`config.mk`:
```
export PLATFORM = sky130hd
export DESIGN_NAME = flash_interface_control
export DESIGN_NICKNAME = d
export VERILOG_FILES = /design/src/flash_ctl_pkg.sv /design/src/flash_interface_control.sv /design/src/flash_wait_gen.sv
export SDC_FILE = /design/constraint.sdc
export NUM_CORES = 1
export LEC_CHECK = 0
export BUFFER_PORTS_ARGS = -buffer_cell sky130_fd_sc_hd__buf_2
export CAP_MARGIN = 20
export CORE_ASPECT_RATIO = 0.5
export CORE_MARGIN = 5
export CORE_UTILIZATION = 25
export CTS_BUF_LIST = sky130_fd_sc_hd__clkbuf_4 sky130_fd_sc_hd__clkbuf_8 sky130_fd_sc_hd__clkbuf_16
export CTS_CLUSTER_DIAMETER = 150
export DETAILED_ROUTE_END_ITERATION = 7
export GPL_TIMING_DRIVEN = 0
export PLACE_DENSITY = 0.65
export RECOVER_POWER = 25
export SLEW_MARGIN = 0
export SYNTH_ARGS = -nofsm -noshare
export SYNTH_HDL_FRONTEND = slang
export SYNTH_SLANG_ARGS = --single-unit
export TNS_END_PERCENT = 20
```
`constraint.sdc`:
```
create_clock -name clk_i -period 5.8 [get_ports clk_i]
set_clock_uncertainty 0.05 [all_clocks]
set_input_delay 1.16 -clock clk_i [delete_from_list [all_inputs] [get_ports clk_i]]
set_output_delay 1.16 -clock clk_i [all_outputs]
set_load 0.02 [all_outputs]
```
`src/flash_ctl_pkg.sv`:
```
// package for the flash interface control block: register map, field layout, codes
// assumes a classic wishbone slave with 32-bit data and byte addressing
package flash_ctl_pkg;

    // ------------------------------------------------------------
    // register map
    // ------------------------------------------------------------
    localparam logic [7:0] ADDR_ACCESS_SIZE = 8'h00;
    localparam logic [7:0] ADDR_READ_WAIT = 8'h04;
    localparam logic [7:0] ADDR_STATUS = 8'h08;
    localparam logic [7:0] ADDR_SLOW_DOWN = 8'h0c;
    localparam logic [7:0] ADDR_SECURITY = 8'h10;

    // ------------------------------------------------------------
    // field codes and reset values
    // ------------------------------------------------------------
    localparam logic [1:0] ASZ_PROG16 = 2'h1;
    localparam logic [1:0] ASZ_ROM32 = 2'h2;
    localparam logic [1:0] RWT_ZERO = 2'h0;
    localparam logic [1:0] RWT_TWO = 2'h2;
    localparam logic [2:0] SD_RESET = 3'h0;
    localparam int STAT_ECC_BIT = 2;
    localparam int STAT_HANG_BIT = 1;
    localparam int STAT_READY_BIT = 0;

    // ------------------------------------------------------------
    // security code location and protection value
    // ------------------------------------------------------------
    localparam logic [31:0] SECURITY_ADDR = 32'h0010_0000;
    localparam logic [15:0] PROTECT_CODE = 16'h0001;

    // flash-side access request from the cpu path, or from the external pins when ext is set
    typedef struct packed {
        logic valid;
        logic write;
        logic ext;
        logic [31:0] addr;
    } flash_req_s;

    // status inputs from the flash macro
    typedef struct packed {
        logic ecc_corrected;
        logic timing_limit_over;
        logic busy;
        logic chip_erase_done;
    } macro_stat_s;

endpackage

```
`src/flash_interface_control.sv`:
```
// flash interface control: mode, wait control, status and security gating
// assumes classic wishbone on clk_i and a flash macro giving status levels
// ------------------------------------------------------------
// registers and read path
// ------------------------------------------------------------
module flash_interface_control
    import flash_ctl_pkg::*;
#(
    parameter int WAIT_W = 4
) (
    input wire logic clk_i,
    input wire logic rst_i,
    // wishbone slave
    input wire logic cyc_i,
    input wire logic stb_i,
    input wire logic we_i,
    input wire logic [7:0] adr_i,
    input wire logic [3:0] sel_i,
    input wire logic [31:0] dat_i,
    output logic [31:0] dat_o,
    output logic ack_o,
    // flash access path
    input wire flash_req_s req_i,
    input wire logic [15:0] wdata_i,
    input wire macro_stat_s macro_i,
    output logic req_ready_o,
    output logic req_refused_o,
    output logic flash_access_o,
    output logic prog_mode_o,
    output logic protected_o
);
    initial begin
        if (WAIT_W < 4) $error("wait width too narrow");
    end

    logic [1:0] access_size_sel;
    logic [1:0] read_wait_cycles;
    logic [2:0] slow_down_wait;
    logic ecc_corrected_bit;
    logic hang_flag;
    logic ready_bit;
    // stored code power-up state is that of an erased array, so a first reset reads unprotected
    logic code_stored = 1'b0;
    logic erase_seen;
    logic protected_q;
    logic wb_req;
    logic wr_access;
    logic wr_rwait;
    logic wr_status;
    logic wr_slow;
    logic wait_done;
    logic wait_busy;
    logic read_start;
    logic [WAIT_W-1:0] total_waits;
    logic [31:0] next_dat;

    // added cycles of a slow-down code; prohibited codes never get stored
    function automatic logic [WAIT_W-1:0] sd_waits(input logic [2:0] code);
        sd_waits = WAIT_W'(code);
    endfunction

    // legal slow-down codes are zero and the odd ones
    function automatic logic sd_legal(input logic [2:0] code);
        sd_legal = (code == SD_RESET) || code[0];
    endfunction

    // ------------------------------------------------------------
    // bus decode
    // ------------------------------------------------------------
    // one-cycle ack; ack is dropped the cycle after it is given
    assign wb_req = cyc_i && stb_i && !ack_o;
    assign wr_access = wb_req && we_i && sel_i[0] && adr_i == ADDR_ACCESS_SIZE;
    assign wr_rwait = wb_req && we_i && sel_i[0] && adr_i == ADDR_READ_WAIT;
    assign wr_status = wb_req && we_i && sel_i[0] && adr_i == ADDR_STATUS;
    assign wr_slow = wb_req && we_i && sel_i[0] && adr_i == ADDR_SLOW_DOWN;

    // ack for every address; unmapped reads return zero, writes are dropped
    always_ff @(posedge clk_i) begin
        if (rst_i) ack_o <= 1'b0;
        else ack_o <= wb_req;
    end

    // ------------------------------------------------------------
    // configuration registers
    // ------------------------------------------------------------
    // access size keeps its old value on a prohibited code
    always_ff @(posedge clk_i) begin
        if (rst_i) begin
            access_size_sel <= ASZ_ROM32;
        end else if (wr_access) begin
            if (dat_i[1:0] == ASZ_PROG16 || dat_i[1:0] == ASZ_ROM32) begin
                access_size_sel <= dat_i[1:0];
            end
        end
    end

    // only bit 1 of read wait is storage; bit 0 is tied low
    always_ff @(posedge clk_i) begin
        if (rst_i) begin
            read_wait_cycles <= RWT_TWO;
        end else if (wr_rwait) begin
            read_wait_cycles <= {dat_i[1], 1'b0};
        end
    end

    // slow-down register rejects the even nonzero codes
    always_ff @(posedge clk_i) begin
        if (rst_i) begin
            slow_down_wait <= SD_RESET;
        end else if (wr_slow && sd_legal(dat_i[2:0])) begin
            slow_down_wait <= dat_i[2:0];
        end
    end

    // ------------------------------------------------------------
    // status
    // ------------------------------------------------------------
    // a correction in the clearing cycle wins, so no event is lost
    always_ff @(posedge clk_i) begin
        if (rst_i) begin
            ecc_corrected_bit <= 1'b0;
        end else if (macro_i.ecc_corrected) begin
            ecc_corrected_bit <= 1'b1;
        end else if (wr_status && !dat_i[STAT_ECC_BIT]) begin
            ecc_corrected_bit <= 1'b0;
        end
    end

    // hang and ready follow the macro, registered for a clean read
    always_ff @(posedge clk_i) begin
        if (rst_i) begin
            hang_flag <= 1'b0;
            ready_bit <= 1'b1;
        end else begin
            hang_flag <= macro_i.timing_limit_over;
            ready_bit <= !macro_i.busy;
        end
    end

    // ------------------------------------------------------------
    // security
    // ------------------------------------------------------------
    // a code write or chip erase is only remembered here; it is applied at reset
    always_ff @(posedge clk_i) begin
        if (rst_i) begin
            erase_seen <= 1'b0;
        end else begin
            if (req_i.valid && req_i.write && req_ready_o && !req_refused_o
                && req_i.addr == SECURITY_ADDR && wdata_i == PROTECT_CODE) begin
                code_stored <= 1'b1;
            end
            if (macro_i.chip_erase_done) begin
                code_stored <= 1'b0;
                erase_seen <= 1'b1;
            end
        end
    end

    // protection only changes at reset, from what was stored before it
    always_ff @(posedge clk_i) begin
        if (rst_i) begin
            protected_q <= code_stored;
        end
    end
    assign protected_o = protected_q;

    // ------------------------------------------------------------
    // flash access timing
    // ------------------------------------------------------------
    // rom mode waits read wait plus slow-down; programming mode takes none
    assign total_waits = (access_size_sel == ASZ_ROM32)
        ? WAIT_W'(read_wait_cycles) + sd_waits(slow_down_wait)
        : '0;

    // external pin access is refused outright while protected
    assign req_refused_o = req_i.valid && req_i.ext && protected_q;
    // rom mode is read only, and writes wait while the macro is busy
    assign read_start = req_i.valid && !req_i.write && !req_refused_o && !wait_busy;

    flash_wait_gen #(
        .CNT_W(WAIT_W)
    ) u_wait (
        .clk_i(clk_i),
        .rst_i(rst_i),
        .start_i(read_start),
        .waits_i(total_waits),
        .done_o(wait_done),
        .busy_o(wait_busy)
    );

    // write needs programming mode and a ready macro
    always_comb begin
        if (!req_i.valid || req_refused_o) req_ready_o = req_refused_o;
        // raw busy is looked at too, since the registered ready bit lags the macro by a cycle
        else if (req_i.write) req_ready_o = (access_size_sel == ASZ_PROG16) && ready_bit && !macro_i.busy;
        else req_ready_o = wait_done;
    end
    assign flash_access_o = req_i.valid && !req_refused_o && req_ready_o;
    assign prog_mode_o = (access_size_sel == ASZ_PROG16);

    // ------------------------------------------------------------
    // read mux
    // ------------------------------------------------------------
    // reserved status bits read as zero
    always_comb begin
        next_dat = '0;
        case (adr_i)
            ADDR_ACCESS_SIZE: next_dat[1:0] = access_size_sel;
            ADDR_READ_WAIT: next_dat[1:0] = read_wait_cycles;
            ADDR_STATUS: begin
                next_dat[STAT_ECC_BIT] = ecc_corrected_bit;
                next_dat[STAT_HANG_BIT] = hang_flag;
                next_dat[STAT_READY_BIT] = ready_bit;
            end
            ADDR_SLOW_DOWN: next_dat[2:0] = slow_down_wait;
            ADDR_SECURITY: next_dat[0] = protected_q;
            default: next_dat = '0;
        endcase
    end

    // data is registered together with ack
    always_ff @(posedge clk_i) begin
        if (rst_i) dat_o <= '0;
        else if (wb_req && !we_i) dat_o <= next_dat;
    end

    // erase_seen is kept for visibility of an erase since reset
    logic unused_erase;
    assign unused_erase = erase_seen;
endmodule

```
`src/flash_wait_gen.sv`:
```
// wait generator: counts the inserted wait cycles of one flash read
// assumes start is a one-cycle pulse and nothing restarts it while busy
module flash_wait_gen
    import flash_ctl_pkg::*;
#(
    parameter int CNT_W = 4
) (
    input wire logic clk_i,
    input wire logic rst_i,
    input wire logic start_i,
    input wire logic [CNT_W-1:0] waits_i,
    output logic done_o,
    output logic busy_o
);
    initial begin
        if (CNT_W < 4) $error("wait counter too narrow for 2+7 waits");
    end

    logic [CNT_W-1:0] remaining;
    logic running;

    // ------------------------------------------------------------
    // counter
    // ------------------------------------------------------------
    // zero waits completes in the start cycle itself
    always_ff @(posedge clk_i) begin
        if (rst_i) begin
            remaining <= '0;
            running <= 1'b0;
        end else if (start_i && waits_i != '0) begin
            remaining <= waits_i;
            running <= 1'b1;
        end else if (running) begin
            remaining <= remaining - 1'b1;
            if (remaining == CNT_W'(1)) running <= 1'b0;
        end
    end

    assign done_o = (start_i && waits_i == '0) || (running && remaining == CNT_W'(1));
    assign busy_o = running;
endmodule

```
After elaboration in Yosys (flattened, before gate mapping):

Cells that the tools add are included.

* add/subtract/negate cells: 2
* $mul: 0
* divide/modulo/power cells: 0
* order comparisons: 0
* eq/ne operators: 11
* shifts and indexed selects: 0
* mux-type cells: 14
* bitwise operators: 1
* reductions and logical operators: 49

Operator list (count)
* $eq A32 B21 Y1 const B: 1
* $logic_and A1 B1 Y1: 28
* $eq A16 B1 Y1 const B: 1
* $eq A8 B4 Y1 const B: 2
* $mux W4: 3
* $eq A8 B3 Y1 const B: 1
* $eq A8 B5 Y1 const B: 1
* $logic_not A1 Y1: 8
* $logic_not A8 Y1: 1
* $mux W1: 8
* $pmux W1 S4: 2
* $reduce_bool A2 Y1: 3
* $add A2 B3 Y4: 1
* $eq A2 B1 Y1 const B: 2
* $eq A2 B2 Y1 const B: 2
* $eq A4 B1 Y1 const B: 1
* $logic_not A4 Y1: 1
* $logic_or A1 B1 Y1: 4
* $reduce_and A2 Y1: 2
* $reduce_bool A4 Y1: 1
* $sub A4 B1 Y4 const B: 1
* $logic_not A3 Y1: 1
* $pmux W1 S2: 1
* $not A1 Y1: 1

* register bits: 20
* bits in latches: 0
* RAM bits: 0
* ROM bits: 0
* input port bits: 104
* output and inout port bits: 38
* logic and storage cells: 89
* memories: 0

Logic depth before layout (Yosys ltp):

Gate-level depths: netlist of the first run.

* depth in word-level cells: 15
* depth in mapped cells: 6
* mapped depth without buffers: 6

Modules after synthesis:

From an unflattened synthesis of the first run, not the netlist that was laid out.

* cells, all modules: 181
* area, all modules: 1542.7 µm²

By module, submodules not included
* flash_interface_control: instances 1, cells each 146, area each 1214.9 µm², seq. area each 320.3 µm²
* flash_wait_gen: instances 1, cells each 35, area each 327.8 µm², seq. area each 100.1 µm²

Worst setup path before layout of the first run:

No wires, ideal clock.

* path kind: input-to-output
* start: input req_i[34] in the netlist's numbering
* end: output flash_access_o
* data arrival time: 2.152 ns
* required time: 4.590 ns
* slack: 2.438 ns
* stages: 3
* path buffers: 0
* path through: a21boi_0 -> o311ai_0 -> a221oi_1

* word-level cells in the longest chain between the ends: 10
* elaborated cells on any way between the ends: 14
* those cells by class: mux: 2; reduce/logical: 12

RTL lines
* from (decl): line flash_interface_control.sv:23 `input wire flash_req_s req_i,`
* $logic_and A1 B1 Y1 (2 in series): line flash_interface_control.sv:176 `assign req_refused_o = req_i.valid && req_i.ext && protected_q;`
* $logic_not A1 Y1: line flash_interface_control.sv:178, flash_interface_control.sv:198
* $logic_and A1 B1 Y1 (2 in series): line flash_interface_control.sv:178 `assign read_start = req_i.valid && !req_i.write && !req_refused_o && !wait_busy;`
* $logic_and A1 B1 Y1: line flash_wait_gen.sv:39 `assign done_o = (start_i && waits_i == '0) || (running && remaining == CNT_W'(1));`
* $logic_or A1 B1 Y1: line flash_wait_gen.sv:39
* $mux W1: line flash_interface_control.sv:195 `else if (req_i.write) req_ready_o = (access_size_sel == ASZ_PROG16) && ready_bit && !macro_i.busy;`
* $mux W1: line flash_interface_control.sv:193 `if (!req_i.valid || req_refused_o) req_ready_o = req_refused_o;`
* $logic_and A1 B1 Y1 *: line flash_interface_control.sv:198 `assign flash_access_o = req_i.valid && !req_refused_o && req_ready_o;`
* to (decl): line flash_interface_control.sv:28 `output logic flash_access_o,`

Mark *: on every way between the ends. The rest lies on a longest branch, timed or not.

Final worst setup path of the first run:

* start: input req_i[34] in the netlist's numbering
* end: output req_ready_o

* word-level cells in the longest chain between the ends: 9
* elaborated cells on any way between the ends: 12
* those cells by class: mux: 2; reduce/logical: 10

RTL lines
* $logic_and A1 B1 Y1 (2 in series): line flash_interface_control.sv:176
* $logic_not A1 Y1: line flash_interface_control.sv:178
* $logic_and A1 B1 Y1 (2 in series): line flash_interface_control.sv:178
* $logic_and A1 B1 Y1: line flash_wait_gen.sv:39
* $logic_or A1 B1 Y1: line flash_wait_gen.sv:39
* $mux W1: line flash_interface_control.sv:195
* $mux W1 *: line flash_interface_control.sv:193
* to (decl): line flash_interface_control.sv:26 `output logic req_ready_o,`

Marks and branches as above.

==> key figures, run 1 <==
Setup path
  • Capture instance of the worst register-to-register path: code_stored
  • R2R cell count: 6
  • Setup slack of the worst register-to-register path: 3.61 ns
  • R2r startpoint: read_wait_cycles[1]
  • Data arrival time of the critical path: 2.26 ns
  • Worst endpoint required time: 4.59 ns
  • CP Launch Point: req_i[34]
  • Critical Path End: req_ready_o
  • Category of the critical setup timing path: primary input to output port
  • Category of the worst setup path launch point: primary input
  • Largest driver fanout on the critical path: 3
  • CP Capture Type: output port

STA
  • Final-layout setup total negative slack: 0 ns
  • Max Slew Vio Count: 0
  • Worst slew margin relative to its limit: 49.2%
  • FMAX: 288 MHz
  • Final hold violation count: 0
  • RSZ-0062 raised after global routing: false
  • Final period utilization: 59.8%
  • Time the worst path needs with I/O delays and setup: 3.47 ns
  • Actual slew at the worst max-slew pin: 0.757 ns
  • Final setup vio count: 0

Layout
  • Relative area change from synthesis to final layout: 45.7%
  • Final Net Count: 405
  • Number of antenna cells inserted: 0
  • Non-filler instance count after layout: around 370
  • Filler cell count in the final layout: 633
  • Ratio of cells with drive above 1 in the final layout: 40.0%

Synthesis
  • Cells after Synth: 185
  • Number of enable flip-flop cells after synthesis: 2
  • Cell Area, Synth: approximately 1500 um^2
  • Synthesized flop and latch total: 20
  • Average cell area after synthesis: 8.14 um^2
  • Proportion of synthesized chip area in sequential cells: 27.9%
  • Number of distinct library cell variants in the gate-level netlist after synthesis: 46
  • Synth warnings: 0
  • Synth async-reset ratio: 0%
  • Main synth FF type: sky130_fd_sc_hd__dfxtp_1

CTS
  • Clock net sink count: 20
  • Hold Buf Count CTS: 0
  • Worst-case clock buffer depth: 2
  • CTS clock-pin slew for the worst setup and hold paths: approximately 0.060 ns
  • Post-CTS resize count: 0
  • CTS H-Tree Depth: 1
  • Root Driver: sky130_fd_sc_hd__clkbuf_16
  • Clock tree from TritonCTS: yes
  • Clock buffers created by TritonCTS: 3
  • Skew-Pair Late Insertion Delay: around 0.25 ns
  • Post-CTS setup repair buffer count: 0

Worst hold path
  • Number of cells on the worst hold path: 0
  • Class of the tightest hold or removal check: flop to flop

Die
  • Area enclosed by the die boundary: a little under 8000 um^2
  • Initial cell density of the core: 25.3%
  • Number of ports placed on the die boundary: 142
  • Width of the die: 120 um
  • Die height: about 65 um
  • Floorplan Core Area: ~6000 um^2
  • Row cnt: 20

GRT
  • Via count of the first global-routing pass: 1627
  • Global-route wire length before repair: 7.02 mm
  • Grt ovf: 0
  • Tot GR Track Use: between 10% and 20%
  • Pin count of the biggest net entering global routing: 13
  • Antenna violations before repair: 0

Routing
  • Number of nets with antenna violations after routing: 0
  • Post-Route WL: 4.29 mm
  • Via-per-instance ratio: 4.36
  • DR DRC count: 0
  • Vias post-DR: 1623
  • Pre-antenna DRT Iters: 4
  • Iter 0 DRT Violations: 34
  • Drt wl/cell: roughly 12 um

Placed design
  • Number of instances in the placed design: 368
  • Final GP Congestion: 0.866
  • Port Buffer Count: 78
  • DP Wirelength: 3.62 mm

Power
  • Total leakage power: between 1 and 1.5 nW
  • Areal power density over the cells: 192 nW/um^2
  • Worst IR drop on VDD: 90.1 uV

Run status
  • Result of the run: finished, final reports clean

Flow run
  • Count of max-cap constraint violations: 0
==> synth_stat cells (all sizes together) (2+ instances only) <==
cell type  instances  share of area [%]
buf               30                 15
dfxtp             18                 24
nand2             15                3.7
nor4              15                6.2
inv               11                2.7
a21oi             10                3.3
nor2              10                2.5
nand4              6                2.5
clkbuf             5                1.2
ha                 5                4.2
a31oi              4                1.7
nor2b              4                1.7
o31ai              4                2.0
a211oi             3                1.5
nand3b             3                1.5
nor4b              3                1.7
or2                3                1.2
a21boi             2                1.0
a32o               2                1.3
edfxtp             2                4.0
mux2               2                1.5
nand2b             2               0.83
nand3              2               0.67
o21a               2                1.0
o21ai              2               0.66
or4                2                1.2
xnor2              2                1.2
==> placed cells by master (no fill, tap or decap), types with 2 or more instances in the layout <==
master                      netlist  final
sky130_fd_sc_hd__dfxtp_1         18     18
sky130_fd_sc_hd__a21boi_0         2      2
sky130_fd_sc_hd__o31ai_1          4      4
sky130_fd_sc_hd__buf_4           29     29
sky130_fd_sc_hd__a211oi_1         3      3
sky130_fd_sc_hd__nor2_1          10     10
sky130_fd_sc_hd__nand3_1          2      2
sky130_fd_sc_hd__clkbuf_1         5      8
sky130_fd_sc_hd__nor2b_1          4      4
sky130_fd_sc_hd__nand2b_1         2      2
sky130_fd_sc_hd__a31oi_1          4      4
sky130_fd_sc_hd__xnor2_1          2      2
sky130_fd_sc_hd__nand2_1         15     15
sky130_fd_sc_hd__nand3b_1         3      3
sky130_fd_sc_hd__edfxtp_1         2      2
sky130_fd_sc_hd__a32o_1           2      2
sky130_fd_sc_hd__conb_1           1     29
sky130_fd_sc_hd__inv_1           11     11
sky130_fd_sc_hd__clkbuf_16        0      4
sky130_fd_sc_hd__mux2_2           2      2
sky130_fd_sc_hd__or2_2            3      3
sky130_fd_sc_hd__o21a_1           2      2
sky130_fd_sc_hd__buf_2            0     75
sky130_fd_sc_hd__nand4_1          6      6
sky130_fd_sc_hd__a21oi_1         10     10
sky130_fd_sc_hd__nor4_1          15     15
sky130_fd_sc_hd__ha_1             5      5
sky130_fd_sc_hd__nor4b_1          3      3
==> logic make-up after synthesis <==
group / after synthesis / synth area share [%]
XOR/XNOR: 2 / 1.16
adder cells (fa/ha/maj): 5 / 4.16
AO/OA/AOI/OAI: 35 / 16.0
multiplexers: 4 / 3.66
AND/OR/NAND/NOR: 72 / 27.7
buffers and inverters: 46 / 19.2
flip-flops: 20 / 27.9
other: 1 / 0.249
==> area by class of cell <==
cell class | instances | area [um^2] | area share, %
Buffer | 35 | 248 | 11.3
Inverter | 11 | 41.3 | 1.88
Tap cell | 77 | 96.3 | 4.39
Timing Repair Buffer | 78 | 387 | 17.6
Clock buffer | 4 | 100 | 4.56
Sequential cell | 20 | 420 | 19.2
Multi-Input combinational cell | 147 | 901 | 41.1
==> metal layers <==
layer,part of all wire [%],up-vias,global-route usage (%)
met1,42,720,13.2
met4,1.3,0,2.71
met2,51,56,19.2
li1,-,843,-
met5,0,-,0
met3,5.3,4,2.18
==> state kept, by name (all words and copies together), names as in the netlist <==
| register | count |
|---|---|
| ready_bit | 1 |
| access_size_sel | 2 |
| slow_down_wait | 3 |
| ack_o | 1 |
| u_wait.remaining | 4 |
| dat_o | 3 |
| read_wait_cycles | 1 |
| code_stored | 1 |
| u_wait.busy_o | 1 |
| hang_flag | 1 |
| protected_o | 1 |
| ecc_corrected_bit | 1 |
==> power by group <==
part / internal, W / switching (W)
clock: 0.000119 / 0.0000523
sequential: 0.000146 / 0.00000460
combinational: 0.0000472 / 0.0000512
==> metrics by stage <==
| step | hold slack [ns] | utilization, % | cell area, um^2 | setup WS, ns | total power [W] |
|---|---|---|---|---|---|
| 2_1_floorplan | 0.350 | - | 1610 | 2.44 | 0.000216 |
| 3_3_place_gp | 0.356 | 35.2 | 2100 | 2.35 | 0.000250 |
| 3_5_place_dp | 0.372 | 35.2 | 2100 | 2.37 | 0.000251 |
| 4_1_cts | 0.386 | 36.9 | 2200 | 2.37 | 0.000423 |
| 5_1_grt | 0.404 | 36.8 | 2190 | 2.14 | 0.000442 |
| 6_report | 0.383 | 36.8 | 2190 | 2.33 | 0.000420 |
==> worst max-delay path, cell delays in order <==
cell and delay, ns:
sky130_fd_sc_hd__buf_2 0.10, sky130_fd_sc_hd__a21boi_0 0.24, sky130_fd_sc_hd__o311ai_0 0.21, sky130_fd_sc_hd__a21boi_0 0.31, sky130_fd_sc_hd__buf_2 0.23
==> worst min-delay path by stage <==
stage | startpoint | end | slack [ns]
floorplan | code_stored | protected_o | 0.35
global placement | code_stored | protected_o | 0.36
detailed placement | code_stored | protected_o | 0.37
CTS | code_stored | protected_o | 0.39
global route | code_stored | protected_o | 0.40
finish | code_stored | protected_o | 0.38
Power figures use the tool's default switching activity.
==> run 2: changes to the inputs <==
--- a/config.mk
+++ b/config.mk
@@ -5,6 +5,7 @@
 export SDC_FILE = /design/constraint.sdc
 export NUM_CORES = 1
 export LEC_CHECK = 0
+export ABC_AREA = 1
 export BUFFER_PORTS_ARGS = -buffer_cell sky130_fd_sc_hd__buf_2
 export CAP_MARGIN = 20
 export CORE_ASPECT_RATIO = 0.5
@@ -14,7 +15,7 @@
 export CTS_CLUSTER_DIAMETER = 150
 export DETAILED_ROUTE_END_ITERATION = 7
 export GPL_TIMING_DRIVEN = 0
-export PLACE_DENSITY = 0.65
+export PLACE_DENSITY = 0.66
 export RECOVER_POWER = 25
 export SLEW_MARGIN = 0
 export SYNTH_ARGS = -nofsm -noshare
==> constraint.sdc (replaced) <==
create_clock -name clk_i -period 3.1 [get_ports clk_i]
set_clock_uncertainty 0.05 [all_clocks]
set_input_delay 0.62 -clock clk_i [delete_from_list [all_inputs] [get_ports clk_i]]
set_output_delay 0.62 -clock clk_i [all_outputs]
set_load 0.02 [all_outputs]
==> key figures, run 2 <==
Power
  • Areal power density over the cells: 327 nW/um^2 (+71%)
  • Total leakage power: 1.24 nW (+18%)
  • Worst IR drop on VDD: 231 uV (+160%)

Synthesis
  • Cells after Synth: 244 (+32%)
  • Leading post-synthesis cells by cell area: sky130_fd_sc_hd__dfxtp_1, sky130_fd_sc_hd__buf_4, sky130_fd_sc_hd__nor2_1, sky130_fd_sc_hd__nand2_1, sky130_fd_sc_hd__inv_1
  • Synthesized flop and latch total: 20 (unchanged)
  • Cell Area, Synth: 1670 um^2 (+11%)
  • Dominant cell by count in the synthesized netlist: sky130_fd_sc_hd__nor2_1
  • Number of enable flip-flop cells after synthesis: 2 (unchanged)
  • Synth async-reset ratio: 0% (unchanged)
  • Proportion of synthesized chip area in sequential cells: 25.2% (-2.7 points)
  • Number of distinct library cell variants in the gate-level netlist after synthesis: 34 (-26%)
  • Most frequent cells after synthesis: sky130_fd_sc_hd__nor2_1, sky130_fd_sc_hd__nand2_1, sky130_fd_sc_hd__inv_1
  • Average cell area after synthesis: 6.83 um^2 (-16%)
  • Synth warnings: 0 (unchanged)
  • Portion of synthesized cell area occupied by the leading cell type: 21.6% (-2.3 points)
  • Main synth FF type: sky130_fd_sc_hd__dfxtp_1
  • Post-synthesis cell type with the largest combined area: sky130_fd_sc_hd__dfxtp_1

Die
  • Area enclosed by the die boundary: 8500 um^2 (+9.4%)
  • Floorplan Core Area: 6570 um^2 (+10%)
  • Row cnt: 21 (+5.0%)
  • Initial cell density of the core: 25.4% (+0.098 points)
  • Width of the die: 125 um (+4.8%)
  • Die height: 67.7 um (+4.4%)
  • Number of ports placed on the die boundary: 142 (unchanged)

Routing
  • Pre-antenna DRT Iters: 4 (unchanged)
  • Iter 0 DRT Violations: 48 (+41%)
  • Vias post-DR: 1730 (+6.6%)
  • Drt wl/cell: 9.39 um (-19%)
  • Post-Route WL: 4.21 mm (-2.0%)
  • Number of nets with antenna violations after routing: 0 (unchanged)
  • Via-per-instance ratio: 3.86 (-11%)
  • DR DRC count: 0 (unchanged)

STA
  • Time the worst path needs with I/O delays and setup: 2.48 ns
  • FMAX: just over 400 MHz
  • Final setup margin: 0.625 ns (-1.71 ns)
  • RSZ-0062 raised after global routing: false
  • Worst hold slack: 0.370 ns (-0.0126 ns)
  • Final setup vio count: 0 (unchanged)
  • Final period utilization: 79.8%
  • Final-layout setup total negative slack: 0 ns (unchanged)
  • Final hold violation count: 0 (unchanged)
  • Max Slew Vio Count: 0 (unchanged)

Layout
  • Relative area change from synthesis to final layout: 42.4%
  • Ratio of cells with drive above 1 in the final layout: 39.3% (-0.67 points)
  • Max FFs per register: 4 (unchanged)
  • Most frequent standard cell in the layout excluding fill and tap cells: sky130_fd_sc_hd__buf_2
  • Area of the multi-input gates: 1000 um^2 (+11%)
  • Final Net Count: 466 (+15%)
  • Filler cell count in the final layout: 742 (+17%)
  • Number of antenna cells inserted: 0 (unchanged)
  • Area of all sequential standard cells: 420 um^2 (unchanged)
  • Biggest regs: u_wait.remaining x4, dat_o x3, slow_down_wait x3
  • Utilization after layout: 36.1% (-0.69 points)
  • Largest reg by FF count: u_wait.remaining
  • Commonest non-fill, non-tap cells in the layout: sky130_fd_sc_hd__buf_2, sky130_fd_sc_hd__nor2_1, sky130_fd_sc_hd__nand2_1

CTS
  • CTS H-Tree Depth: 1 (unchanged)
  • Skew-Pair Late Insertion Delay: 0.25 ns (about the same)
  • Post-CTS setup repair buffer count: 0 (unchanged)
  • Clock tree from TritonCTS: yes
  • CTS clock-pin slew for the worst setup and hold paths: 0.06 ns (about the same)
  • Worst-case clock buffer depth: 2 (unchanged)
  • Clock buffers created by TritonCTS: 3 (unchanged)
  • Clock net sink count: 20 (unchanged)
  • Root Driver: sky130_fd_sc_hd__clkbuf_16
  • Hold Buf Count CTS: 0 (unchanged)
  • Post-CTS resize count: 0 (unchanged)

Setup path
  • Category of the worst setup path launch point: flop
  • Data arrival time of the critical path: 1.81 ns (-0.45 ns)
  • Largest driver fanout on the critical path: 3 (unchanged)
  • Category of the critical setup timing path: flop to output port
  • Worst endpoint required time: 2.43 ns (-2.16 ns)
  • CP Capture Type: output port

Placed design
  • Final GP Congestion: 0.769 (-11%)
  • DP Wirelength: 3.76 mm (+4.0%)
  • Port Buffer Count: 80 (+2.6%)
  • Worst setup slack before clock tree synthesis: 0.854 ns (-1.51 ns)

Flow run
  • Count of max-cap constraint violations: 0 (unchanged)

GRT
  • Via count of the first global-routing pass: 1587 (-2.5%)
  • Grt ovf: 0 (unchanged)
  • Pin count of the biggest net entering global routing: 12 (-1)
  • Tot GR Track Use: 9.47% (-1.2 points)
  • Antenna violations before repair: 0 (unchanged)
  • Global-route wire length before repair: 6.67 mm (-5.0%)

Worst hold path
  • Class of the tightest hold or removal check: flop to flop

Run status
  • Result of the run: finished, final reports clean
==> run 2: changes by cell type in the layout (fill, tap and decap cells not counted), sizes merged, moves of 9 or more <==
cell,change
nor4,-15
nand2,+27
o21ai,+9
nor2,+38
inv,+22
nand3,+12
==> run 2: layout make-up <==
cell class | count | share of cell area, %
plain buffers | 30 | 9.33
clock buffers | 4 | 3.74
inverters | 34 | 5.43
multi-input cells | 188 | 42.2
flip-flops and latches | 20 | 17.7
well taps | 92 | 4.85
repair buffers | 80 | 16.8
==> run 2: path summary, 6_finish.rpt <==
path | slack (ns) | end | cells past startpoint | from
worst min register to register | 0.37 | protected_o | 0 | code_stored
worst max register to register | 1.21 | code_stored | 9 | read_wait_cycles[1]
worst max-delay path | 0.62 | req_ready_o | 8 | read_wait_cycles[1]
worst min-delay path | 0.37 | protected_o | 0 | code_stored
==> run 2: report_power, final <==
group / total, W / switching, W / internal (W)
Combinational: 0.000206 / 0.000116 / 0.0000904
Clock: 0.000286 / 0.0000898 / 0.000196
Sequential: 0.000284 / 0.00000899 / 0.000275
Total: 0.000776 / 0.000214 / 0.000561
==> run 2: cells by family after synthesis <==
logic type	synth area share, %
other	0.225
AOI/OAI and AO/OA	11.6
buffers and inverters	21.0
and+or+nand+nor	37.6
adders and majority gates	3.75
xor gates and xnor gates	0.526
DFF	25.2
==> run 2: worst max-delay path, stage by stage (launching register included) <==
cell and delay [ns]:
sky130_fd_sc_hd__dfxtp_1 0.34, sky130_fd_sc_hd__ha_1 0.21, sky130_fd_sc_hd__ha_1 0.31, sky130_fd_sc_hd__o21ai_2 0.19, sky130_fd_sc_hd__nand3_1 0.11, sky130_fd_sc_hd__nand2_1 0.07, sky130_fd_sc_hd__nand2_1 0.08, sky130_fd_sc_hd__nand2_2 0.08
sky130_fd_sc_hd__buf_2 0.17
==> run 2: stage by stage <==
step | instance area (um^2) | total power [W] | std cells
after floorplan | 1770 | 0.000426 | 272
after global placement | 2290 | 0.000492 | 444
after detailed placement | 2290 | 0.000495 | 444
after CTS | 2380 | 0.000785 | 448
after global routing | 2370 | 0.000822 | 448
final | 2370 | 0.000776 | 448
==> run 2: layer usage <==
| metal | part of all wire [%] | track usage (%) | vias to the layer above |
|---|---|---|---|
| met1 | 46 | 12.4 | 720 |
| li1 | - | - | 952 |
| met4 | 0 | 2.03 | 0 |
| met3 | 7.0 | 2.53 | 0 |
| met2 | 47 | 15.8 | 58 |
| met5 | 0 | 0 | - |
==> run 3: changes to the inputs <==
--- a/config.mk
+++ b/config.mk
@@ -5,7 +5,7 @@
 export SDC_FILE = /design/constraint.sdc
 export NUM_CORES = 1
 export LEC_CHECK = 0
-export ABC_AREA = 1
+export ABC_AREA = 0
 export BUFFER_PORTS_ARGS = -buffer_cell sky130_fd_sc_hd__buf_2
 export CAP_MARGIN = 20
 export CORE_ASPECT_RATIO = 0.5
@@ -15,7 +15,7 @@
 export CTS_CLUSTER_DIAMETER = 150
 export DETAILED_ROUTE_END_ITERATION = 7
 export GPL_TIMING_DRIVEN = 0
-export PLACE_DENSITY = 0.66
+export PLACE_DENSITY = 0.68
 export RECOVER_POWER = 25
 export SLEW_MARGIN = 0
 export SYNTH_ARGS = -nofsm -noshare
==> constraint.sdc (replaced) <==
create_clock -name clk_i -period 2.2 [get_ports clk_i]
set_clock_uncertainty 0.05 [all_clocks]
set_input_delay 0.44 -clock clk_i [delete_from_list [all_inputs] [get_ports clk_i]]
set_output_delay 0.44 -clock clk_i [all_outputs]
set_load 0.02 [all_outputs]
==> key figures, run 3 (synthesized netlist as in run 1, its figures left out) <==
STA
  • Time the worst path needs with I/O delays and setup: 2.24 ns
  • Max Slew Vio Count: 0 (unchanged)
  • Worst hold slack: 0.311 ns (-0.0589 ns)
  • Actual slew at the worst max-slew pin: 0.781 ns
  • FMAX: 446 MHz
  • Worst slew margin relative to its limit: 47.5%
  • RSZ-0062 raised after global routing: true
  • Final setup margin: -0.0402 ns (-0.665 ns)
  • Final-layout setup total negative slack: -0.0459 ns (-0.0459 ns)
  • Final period utilization: 102%
  • Final setup vio count: 2 (+2)
  • Final hold violation count: 0 (unchanged)

Routing
  • Post-Route WL: 4.42 mm (+5.1%)
  • DR DRC count: 0 (unchanged)
  • Drt wl/cell: 11.9 um (+26%)
  • Number of nets with antenna violations after routing: 0 (unchanged)
  • Vias post-DR: 1667 (-3.6%)
  • Via-per-instance ratio: 4.47 (+16%)
  • Iter 0 DRT Violations: 53 (+10%)
  • Pre-antenna DRT Iters: 4 (unchanged)

Die
  • Number of ports placed on the die boundary: 142 (unchanged)
  • Width of the die: 120 um (-4.6%)
  • Area enclosed by the die boundary: 7770 um^2 (-8.6%)
  • Row cnt: 20 (-4.8%)
  • Die height: 64.9 um (-4.2%)
  • Initial cell density of the core: 25.3% (-0.098 points)
  • Floorplan Core Area: 5960 um^2 (-9.3%)

Layout
  • Final Net Count: 406 (-13%)
  • Number of antenna cells inserted: 0 (unchanged)
  • Relative area change from synthesis to final layout: 51.5%
  • Ratio of cells with drive above 1 in the final layout: 43.2% (+3.9 points)
  • Max FFs per register: 4 (unchanged)
  • Area of all sequential standard cells: 423 um^2 (+0.60%)
  • Most frequent standard cell in the layout excluding fill and tap cells: sky130_fd_sc_hd__buf_2
  • Largest reg by FF count: u_wait.remaining
  • Commonest non-fill, non-tap cells in the layout: sky130_fd_sc_hd__buf_2, sky130_fd_sc_hd__buf_4, sky130_fd_sc_hd__conb_1
  • Filler cell count in the final layout: 619 (-17%)
  • Non-filler instance count after layout: 373 (-17%)
  • Biggest regs: u_wait.remaining x4, dat_o x3, slow_down_wait x3
  • Area of the multi-input gates: 970 um^2 (-3.1%)

GRT
  • Via count of the first global-routing pass: 1513 (-4.7%)
  • Tot GR Track Use: 10.6% (+1.2 points)
  • Antenna violations before repair: 0 (unchanged)
  • Grt ovf: 0 (unchanged)
  • Pin count of the biggest net entering global routing: 13 (+1)
  • Global-route wire length before repair: 6.81 mm (+2.2%)

Worst hold path
  • Class of the tightest hold or removal check: primary input to flop
  • Number of cells on the worst hold path: 2 (+2)
  • Sink of the worst hold path: ready_bit
  • Worst hold path startpoint: macro_i[1]

CTS
  • Hold Buf Count CTS: 0 (unchanged)
  • Clock tree from TritonCTS: yes
  • CTS clock-pin slew for the worst setup and hold paths: 0.06 ns (about the same)
  • Clock buffers created by TritonCTS: 3 (unchanged)
  • CTS H-Tree Depth: 1 (unchanged)
  • Clock net sink count: 20 (unchanged)
  • Root Driver: sky130_fd_sc_hd__clkbuf_16
  • Worst-case clock buffer depth: 2 (unchanged)
  • Skew-Pair Late Insertion Delay: 0.25 ns (about the same)

Power
  • Total leakage power: 1.06 nW (-14%)
  • Net switching fraction of the power: 25.9% (-1.8 points)
  • Areal power density over the cells: 489 nW/um^2 (+50%)
  • Worst IR drop on VDD: 355 uV (+53%)
  • Sw Pwr: 0.000289 W (+35%)
  • Fraction of power consumed by combinational cells: 23.5% (-3.1 points)
  • Part of the total power dissipated in sequential elements: 35.9% (-0.7 points)
  • Final total power: 0.00112 W (+44%)
  • Clock group share of total power: 40.5% (+3.6 points)
  • Internal cell power: 0.000828 W (+47%)

Placed design
  • Final GP Congestion: 0.841 (+9.4%)
  • Worst setup slack before clock tree synthesis: -0.0895 ns (-0.943 ns)
  • Port Buffer Count: 78 (-2.5%)
  • DP Wirelength: 3.56 mm (-5.2%)
  • Number of instances in the placed design: 368 (-17%)

Setup path
  • R2R cell count: 6 (-3)
  • R2r startpoint: slow_down_wait[1]
  • Category of the worst setup path launch point: flop
  • Most frequent cell on the critical path: sky130_fd_sc_hd__ha_4
  • Levels on crit path: 6 (-2)
  • CP Capture Type: output port
  • Capture instance of the worst register-to-register path: u_wait.remaining[1]
  • Largest driver fanout on the critical path: 2 (-1)
  • Cell chain of the critical path: ha_4 -> ha_4 -> nor4_4 -> o311ai_2 -> a221oi_2 -> buf_4
  • Stage delay of the slowest cell on the critical path: 0.33 ns (about the same)
  • Category of the critical setup timing path: flop to output port
  • Cell family with the largest share of critical-path delay: compound AO/OA/AOI/OAI gates
  • Worst path bufs/invs: 1 (unchanged)
  • Data arrival time of the critical path: 1.75 ns (-0.06 ns)
  • Setup slack of the worst register-to-register path: 0.32 ns (-0.89 ns)
  • Worst endpoint required time: 1.71 ns (-0.72 ns)
  • Critical-path top delay cell: sky130_fd_sc_hd__dfxtp_2

Run status
  • Result of the run: finished with violations
  • Violations in the final reports: negative setup slack

Flow run
  • Count of max-cap constraint violations: 0 (unchanged)
[run 3: changes by cell type in the layout (fill, tap and decap cells not counted), moves of 7 or more]
cell	delta
sky130_fd_sc_hd__nor4_1	+14
sky130_fd_sc_hd__nand3_1	-8
sky130_fd_sc_hd__nand2_1	-21
sky130_fd_sc_hd__inv_1	-20
sky130_fd_sc_hd__nor2_1	-30
sky130_fd_sc_hd__o21ai_0	-7
[run 3: worst max path at each step]
stage                                end  slack (ns)                start
after floorplan           flash_access_o       -0.09  read_wait_cycles[1]
after global placement    flash_access_o       -0.07  read_wait_cycles[1]
after detailed placement  flash_access_o       -0.09  read_wait_cycles[1]
after CTS                 flash_access_o       -0.16    slow_down_wait[1]
after global routing      flash_access_o       -0.16    slow_down_wait[1]
final                     flash_access_o       -0.04    slow_down_wait[1]
[run 3: cell type report]
class | instances | area share (%)
tap | 77 | 4.22
inverter | 11 | 1.81
buffer | 34 | 10.7
timing repair buffer | 80 | 17.8
sequential | 20 | 18.5
multi-input combinational | 147 | 42.5
clock buffer | 4 | 4.39
[run 3: worst reg2reg max path, cell delays in order (launching register included)]
cell and delay [ns]:
sky130_fd_sc_hd__dfxtp_2 0.33, sky130_fd_sc_hd__ha_4 0.16, sky130_fd_sc_hd__ha_4 0.27, sky130_fd_sc_hd__nor4_4 0.04, sky130_fd_sc_hd__nand4b_1 0.37, sky130_fd_sc_hd__or2_2 0.40, sky130_fd_sc_hd__a31oi_1 0.18
[run 3: routing by layer]
layer | GRT usage, % | wire length [um]
met1 | 12.9 | 1750
met2 | 19.1 | 2270
met3 | 2.88 | 372
met4 | 2.28 | 30
met5 | 0 | 0
[run 3: metrics by stage]
| stage | area (um^2) | util [%] |
|---|---|---|
| 2_1_floorplan | 1610 | - |
| 3_3_place_gp | 2100 | 35.2 |
| 3_5_place_dp | 2100 | 35.2 |
| 4_1_cts | 2270 | 38.1 |
| 5_1_grt | 2280 | 38.3 |
| 6_report | 2280 | 38.3 |
[run 3: power by group through the flow]
stage	Clock [W]	Sequential, W	Combinational (W)
final	0.000453	0.000401	0.000263
after global routing	0.000482	0.000404	0.000290
after CTS	0.000461	0.000397	0.000260
after detailed placement	0	0.000404	0.000257
after global placement	0	0.000403	0.000255
after floorplan	0	0.000403	0.000168
[run 3: what timing repair did]
item,CTS,global route
endpoints found under the setup margin,2,2
gates resized for setup,12,3
pin swaps,4,2
buffers inserted,2,0
